<file path="config.mk">
export PLATFORM = sky130hd
export DESIGN_NAME = utc_transceiver_config
export DESIGN_NICKNAME = d
export VERILOG_FILES = /design/src/utc_pkg.sv /design/src/utc_sync2.sv /design/src/utc_transceiver_config.sv
export VERILOG_INCLUDE_DIRS = /design/src /design/src/src
export SDC_FILE = /design/constraint.sdc
export NUM_CORES = 1
export LEC_CHECK = 0
export BUFFER_PORTS_ARGS = -buffer_cell sky130_fd_sc_hd__buf_2
export CAP_MARGIN = 20
export CORE_UTILIZATION = 49
export CTS_BUF_LIST = sky130_fd_sc_hd__clkbuf_2
export DETAILED_ROUTE_END_ITERATION = 8
export PLACE_DENSITY_LB_ADDON = 0.25
export SETUP_SLACK_MARGIN = 0.02
export SKIP_LAST_GASP = 1
export SYNTH_ARGS = -nofsm -noshare
export SYNTH_HDL_FRONTEND = slang
export SYNTH_HIERARCHICAL = 1
export SYNTH_SLANG_ARGS = --single-unit
</file>
<file path="constraint.sdc">
create_clock -name CLOCK -period 1.4 [get_ports CLOCK]
set_clock_uncertainty 0.2 [all_clocks]
set_input_delay 0.14 -clock CLOCK [delete_from_list [all_inputs] [get_ports CLOCK]]
set_output_delay 0.14 -clock CLOCK [all_outputs]
set_load 0.005 [all_outputs]
</file>
<file path="src/utc_consts.svh">
`ifndef UTC_CONSTS_SVH
`define UTC_CONSTS_SVH
`define UTC_CTRL_ADDR 8'hd7
`define UTC_CTRL_RESET 8'h00
`define UTC_BIT_PULLUP 7
`define UTC_BIT_XCVR_EN 6
`define UTC_BIT_SPEED 5
`define UTC_BIT_TEST_HI 4
`define UTC_BIT_TEST_LO 3
`define UTC_BIT_DIFF 2
`define UTC_BIT_POS 1
`define UTC_BIT_NEG 0
`define UTC_TEST_NORMAL 2'h0
`define UTC_TEST_DIFF1 2'h1
`define UTC_TEST_DIFF0 2'h2
`define UTC_TEST_SE0 2'h3
`endif

</file>
<file path="src/utc_pkg.sv">
package utc_pkg;
  typedef enum logic [1:0] {
    UTC_TM_NORMAL,
    UTC_TM_DIFF1,
    UTC_TM_DIFF0,
    UTC_TM_SE0
  } utc_test_mode_t;
endpackage

</file>
<file path="src/utc_sync2.sv">
`timescale 1ns/1ns
module utc_sync2 (
  input wire logic clk,
  input wire logic rst,
  input wire logic d,
  output logic q
);
  logic stage1;
  logic next_stage1;
  logic next_q;
  always_comb begin
    next_stage1 = d;
    next_q = stage1;
  end
  always_ff @(posedge clk) begin
    if (rst) begin
      stage1 <= 1'b0;
      q <= 1'b0;
    end else begin
      stage1 <= next_stage1;
      q <= next_q;
    end
  end
endmodule // utc_sync2

</file>
<file path="src/utc_transceiver_config.sv">
// What this block does
// transceiver_enable low suspends the transceiver; high makes it operate.
// pullup_enable low detaches the pullup; high connects it per speed.
// speed bit 1 means full speed, pullup on D+.
// speed bit 0 means low speed, pullup on D-.
// pullup connects only while VBUS is present.
// test mode 00 normal, 01 D+ high, 10 D- high, 11 both low.
// software should start the USB clock before enabling the transceiver.
// read-only bits show differential receive state and both line levels.
`timescale 1ns/1ns
`include "utc_consts.svh"
module utc_transceiver_config (
  input wire logic CLOCK,
  input wire logic RST,
  input wire logic [7:0] SFR_ADDR,
  input wire logic [7:0] SFR_WDATA,
  input wire logic SFR_WR,
  output logic [7:0] SFR_RDATA,
  input wire logic VBUS_PRESENT,
  input wire logic DP_IN,
  input wire logic DN_IN,
  output logic DP_OUT,
  output logic DP_OE,
  output logic DN_OUT,
  output logic DN_OE,
  output logic DP_PULLUP_EN,
  output logic DN_PULLUP_EN,
  output logic XCVR_SUSPEND,
  output logic FULL_SPEED
);
  logic pullup_enable;
  logic transceiver_enable;
  logic speed;
  utc_pkg::utc_test_mode_t transceiver_test_mode;
  logic next_pullup_enable;
  logic next_transceiver_enable;
  logic next_speed;
  utc_pkg::utc_test_mode_t next_test_mode;
  logic vbus_s;
  logic dp_s;
  logic dn_s;
  logic differential_receive_state;
  logic positive_line_level;
  logic negative_line_level;
  logic next_diff;
  logic pullup_on;
  logic [1:0] next_drive;
  logic next_dp_oe;
  logic [7:0] next_rdata;

  utc_sync2 u_sync_vbus (.clk(CLOCK), .rst(RST), .d(VBUS_PRESENT),
    .q(vbus_s));
  utc_sync2 u_sync_dp (.clk(CLOCK), .rst(RST), .d(DP_IN), .q(dp_s));
  utc_sync2 u_sync_dn (.clk(CLOCK), .rst(RST), .d(DN_IN), .q(dn_s));

  // control register; R7 ordering is left to software, no interlock
  always_comb begin
    next_pullup_enable = pullup_enable;
    next_transceiver_enable = transceiver_enable;
    next_speed = speed;
    next_test_mode = transceiver_test_mode;
    if (SFR_WR && SFR_ADDR == `UTC_CTRL_ADDR) begin
      next_pullup_enable = SFR_WDATA[`UTC_BIT_PULLUP];
      next_transceiver_enable = SFR_WDATA[`UTC_BIT_XCVR_EN];
      next_speed = SFR_WDATA[`UTC_BIT_SPEED];
      next_test_mode = utc_pkg::utc_test_mode_t'(
        SFR_WDATA[`UTC_BIT_TEST_HI:`UTC_BIT_TEST_LO]);
    end
  end

  // status: differential only refreshed while enabled, holds otherwise
  always_comb begin
    next_diff = differential_receive_state;
    if (transceiver_enable) begin
      next_diff = dp_s & ~dn_s;
    end
  end

  assign pullup_on = pullup_enable & vbus_s;

  always_comb begin
    next_dp_oe = 1'b1;
    next_drive = 2'b00;
    case (transceiver_test_mode)
      utc_pkg::UTC_TM_NORMAL: begin
        next_dp_oe = 1'b0;
      end
      utc_pkg::UTC_TM_DIFF1: begin
        next_drive = 2'b10;
      end
      utc_pkg::UTC_TM_DIFF0: begin
        next_drive = 2'b01;
      end
      utc_pkg::UTC_TM_SE0: begin
        next_drive = 2'b00;
      end
      default: begin
        next_dp_oe = 1'b0;
      end
    endcase
  end

  always_comb begin
    next_rdata = 8'h00;
    if (SFR_ADDR == `UTC_CTRL_ADDR) begin
      next_rdata[`UTC_BIT_PULLUP] = next_pullup_enable;
      next_rdata[`UTC_BIT_XCVR_EN] = next_transceiver_enable;
      next_rdata[`UTC_BIT_SPEED] = next_speed;
      next_rdata[`UTC_BIT_TEST_HI:`UTC_BIT_TEST_LO] = next_test_mode;
      next_rdata[`UTC_BIT_DIFF] = differential_receive_state;
      next_rdata[`UTC_BIT_POS] = positive_line_level;
      next_rdata[`UTC_BIT_NEG] = negative_line_level;
    end
  end

  always_ff @(posedge CLOCK) begin
    if (RST) begin
      pullup_enable <= 1'b0;
      transceiver_enable <= 1'b0;
      speed <= 1'b0;
      transceiver_test_mode <= utc_pkg::UTC_TM_NORMAL;
      differential_receive_state <= 1'b0;
      positive_line_level <= 1'b0;
      negative_line_level <= 1'b0;
      SFR_RDATA <= `UTC_CTRL_RESET;
      DP_OUT <= 1'b0;
      DN_OUT <= 1'b0;
      DP_OE <= 1'b0;
      DN_OE <= 1'b0;
      DP_PULLUP_EN <= 1'b0;
      DN_PULLUP_EN <= 1'b0;
      XCVR_SUSPEND <= 1'b1;
      FULL_SPEED <= 1'b0;
    end else begin
      pullup_enable <= next_pullup_enable;
      transceiver_enable <= next_transceiver_enable;
      speed <= next_speed;
      transceiver_test_mode <= next_test_mode;
      differential_receive_state <= next_diff;
      positive_line_level <= dp_s;
      negative_line_level <= dn_s;
      SFR_RDATA <= next_rdata;
      DP_OUT <= next_drive[1];
      DN_OUT <= next_drive[0];
      DP_OE <= next_dp_oe;
      DN_OE <= next_dp_oe;
      DP_PULLUP_EN <= pullup_on & speed;
      DN_PULLUP_EN <= pullup_on & ~speed;
      XCVR_SUSPEND <= ~transceiver_enable;
      FULL_SPEED <= speed;
    end
  end
endmodule // utc_transceiver_config

</file>
==> impl_metrics.csv <==
group,metric,value,unit
place,gp_congestion,0.758,
yosys,avgSynthCellArea,11.7,um2
yosys,synth_cells,85,
layout,largest_reg_flops,8,
hold_path,holdPathEnd,"transceiver_test_mode[1]",
grt,grt_usage,0.173,
layout,layout_common_cells,"buf_2 (34), dfxtp_1 (29), nand2b_1 (11)",
clock_network,cts_buffers,5,
hold_path,hold_depth,4,
layout,n_fill_cell,139,
floorplan,chipHeight,47,um
hold_path,hold_start,"SFR_WR",
yosys,synth_area,992,um2
place,dp_hpwl,1140,um
sta,tightestPinTransition,0.367,ns
layout,nets,156,
grt,antenna_found_initial,0,
sta,max_freq,742,MHz
yosys,synth_area_leaders,"dfxtp_1 (59%), mux2i_1 (10%), nand2b_1 (6.9%), nor2b_1 (5.0%), nand4b_4 (4.8%)",
critical_path,rrSetupSlack,0.51,ns
clock_network,ctsResizeCount,0,
critical_path,cp_slowest_stage_delay,0.53,ns
critical_path,path_max_fanout,13,
clock_network,hold_buffers,9,
yosys,synth_fp_nets,107,
floorplan,coreArea,1820,um2
layout,diodes,0,
place,placed_cells,143,
sta,hold_ws,0.0188,ns
route,drt_iter0_drc,5,
layout,final_layout_size_suffix_gt1_frac,0.341,
critical_path,critPathTopFamily,"buffers and inverters",
floorplan,die_w,47,um
sta,rsz0062_at_grt,"false",
sta,hold_viol_final,0,
route,drt_wl_total,1670,um
clock_network,postCtsSetupBuffers,0,
critical_path,slowest_stage,"dlygate4sd3_1",
clock_network,h-tree-depth,2,
yosys,yosysUniqueCellTypes,18,
route,ant_nets,0,
floorplan,start_util,0.545,
power_and_ir_drop,power.density,999,nW/um2
sta,period_minus_slack,1.35,ns
critical_path,cp_cell_sequence,"dlygate4sd3_1 > buf_2 > or3_4 > nor2_1",
critical_path,arrival,1.43,ns
critical_path,crit_type,"in -> reg",
grt,grt_max_degree,14,
grt,grt_overflow,0,
clock_network,clk_pin_slew_worst_paths,0.14,ns
place,dp_slack,0.0869,ns
sta,setup-tns-final,0,ns
clock_network,cts_sinks,29,
sta,setup_viol,0,
clock_network,cts-root-buf,"clkbuf_2",
layout,top_register,"SFR_RDATA",
grt,grt_pass1_wl,2480,um
layout,fin_cells,160,
sta,period_share,0.963,
power_and_ir_drop,power,1.31,mW
route,vias,717,
layout,final_common_cell,"buf_2",
clock_network,cts_buffer_depth,2,
floorplan,rows,15,
clock_network,clock_latency,0.33,ns
grt,grt_pass1_vias,636,
place,io_buffers,34,
yosys,synth-seq-cells,29,
yosys,netlist.area_leader.share,0.585,
critical_path,crit_path_start_kind,"input pin",
critical_path,worst-endpoint-required,1.48,ns
critical_path,r2r-end,"transceiver_test_mode[0]",
route,drc,0,
yosys,synth_top_cell_by_area,"dfxtp_1",
hold_path,hold_class,"in -> reg",
yosys,synth-seq-area-share,0.585,
layout,syn_to_final_growth,32.3,%
floorplan,dieArea,2210,um2
route,routedWlPerCell,10.4,um
critical_path,endpoint_kind,"register",
run_status,run_status,"complete, no violations",
critical_path,crit_buf_inv,2,
critical_path,reg2reg_depth,2,
sta,setup_ws,0.0518,ns
yosys,yosysWarnings,6,
sta,slew_violations,0,
route,dr.pass1.iters,2,
power_and_ir_drop,power_leakage,0.623,nW
route,viasPerCell,4.48,
critical_path,r2r-start,"transceiver_test_mode[0]",
floorplan,ioPinCount,38,
power_and_ir_drop,irDropWorstVdd,0.000743,V
run,drv_cap,0,
sta,slew_headroom,0.754,
layout,top_regs,"SFR_RDATA x8, transceiver_test_mode x2",
clock_network,cts_tree,"built",
-- power by group --
part	leakage [nW]	switching [mW]	internal [mW]
logic	0.360	0.0387	0.0597
registers	0.235	0.00233	0.835
clock network	0.0278	0.266	0.109
total	0.623	0.307	1.00
-- cells in the mapped netlist, drive strengths merged --
master and number:
dfxtp 29, nand2b 11, mux2i 10, nor2 9, nor2b 8, and2 3
buf 3, nor3 3, inv 2, nand4b 2, a21oi 1, nand2 1
nand3b 1, nor3b 1, or3 1
-- worst max-delay path by stage --
| stage | slack (ns) | endpoint | from | cells after the start |
|---|---|---|---|---|
| 2_1_floorplan | 0.31 | pullup_enable | SFR_ADDR[5] | 3 |
| 3_3_place_gp | 0.12 | speed | SFR_ADDR[5] | 4 |
| 3_5_place_dp | 0.09 | transceiver_test_mode[0] | SFR_ADDR[5] | 4 |
| 4_1_cts | 0.06 | SFR_RDATA[5] | RST | 4 |
| 5_1_grt | 0.05 | SFR_RDATA[3] | RST | 4 |
| 6_report | 0.05 | SFR_RDATA[5] | RST | 4 |
-- per-stage QoR --
stage,instance area [um2],util
after floorplan,992,-
after global placement,1180,0.651
after detailed placement,1180,0.651
after CTS,1310,0.721
after global routing,1310,0.721
final,1310,0.721
-- cells by family after synthesis --
kind of cell,count (synthesis),synth area share
AO/OA/AOI/OAI,1,0.00504
multiplexers,10,0.101
buffers and inverters,5,0.0315
AND/OR/NAND/NOR,40,0.277
flip-flops,29,0.585
-- worst register-to-register path: cells and delay by family, from the launching register on --
family           cells  cell delay [ns]
DFF                  1             0.41
muxes                1             0.13
and+or+nand+nor      1             0.09
-- layer usage --
metal | up-vias | wire [um] | global-route usage
met4 | 0 | 27 | 0.0857
li1 | 375 | - | -
met5 | - | 0 | 0
met1 | 305 | 700 | 0.165
met3 | 5 | 126 | 0.0808
met2 | 32 | 816 | 0.311
-- area by class of cell --
type / count / area (um2) / share of cell area
Timing Repair Buffer: 45 / 275 / 0.210
Multi-Input combinational cell: 51 / 380 / 0.290
Clock buffer: 5 / 25.0 / 0.0191
Sequential cell: 29 / 581 / 0.442
Tap cell: 25 / 31.3 / 0.0238
Inverter: 2 / 7.51 / 0.00572
Clock inverter: 3 / 12.5 / 0.00953
Power figures use the tool's default switching activity.
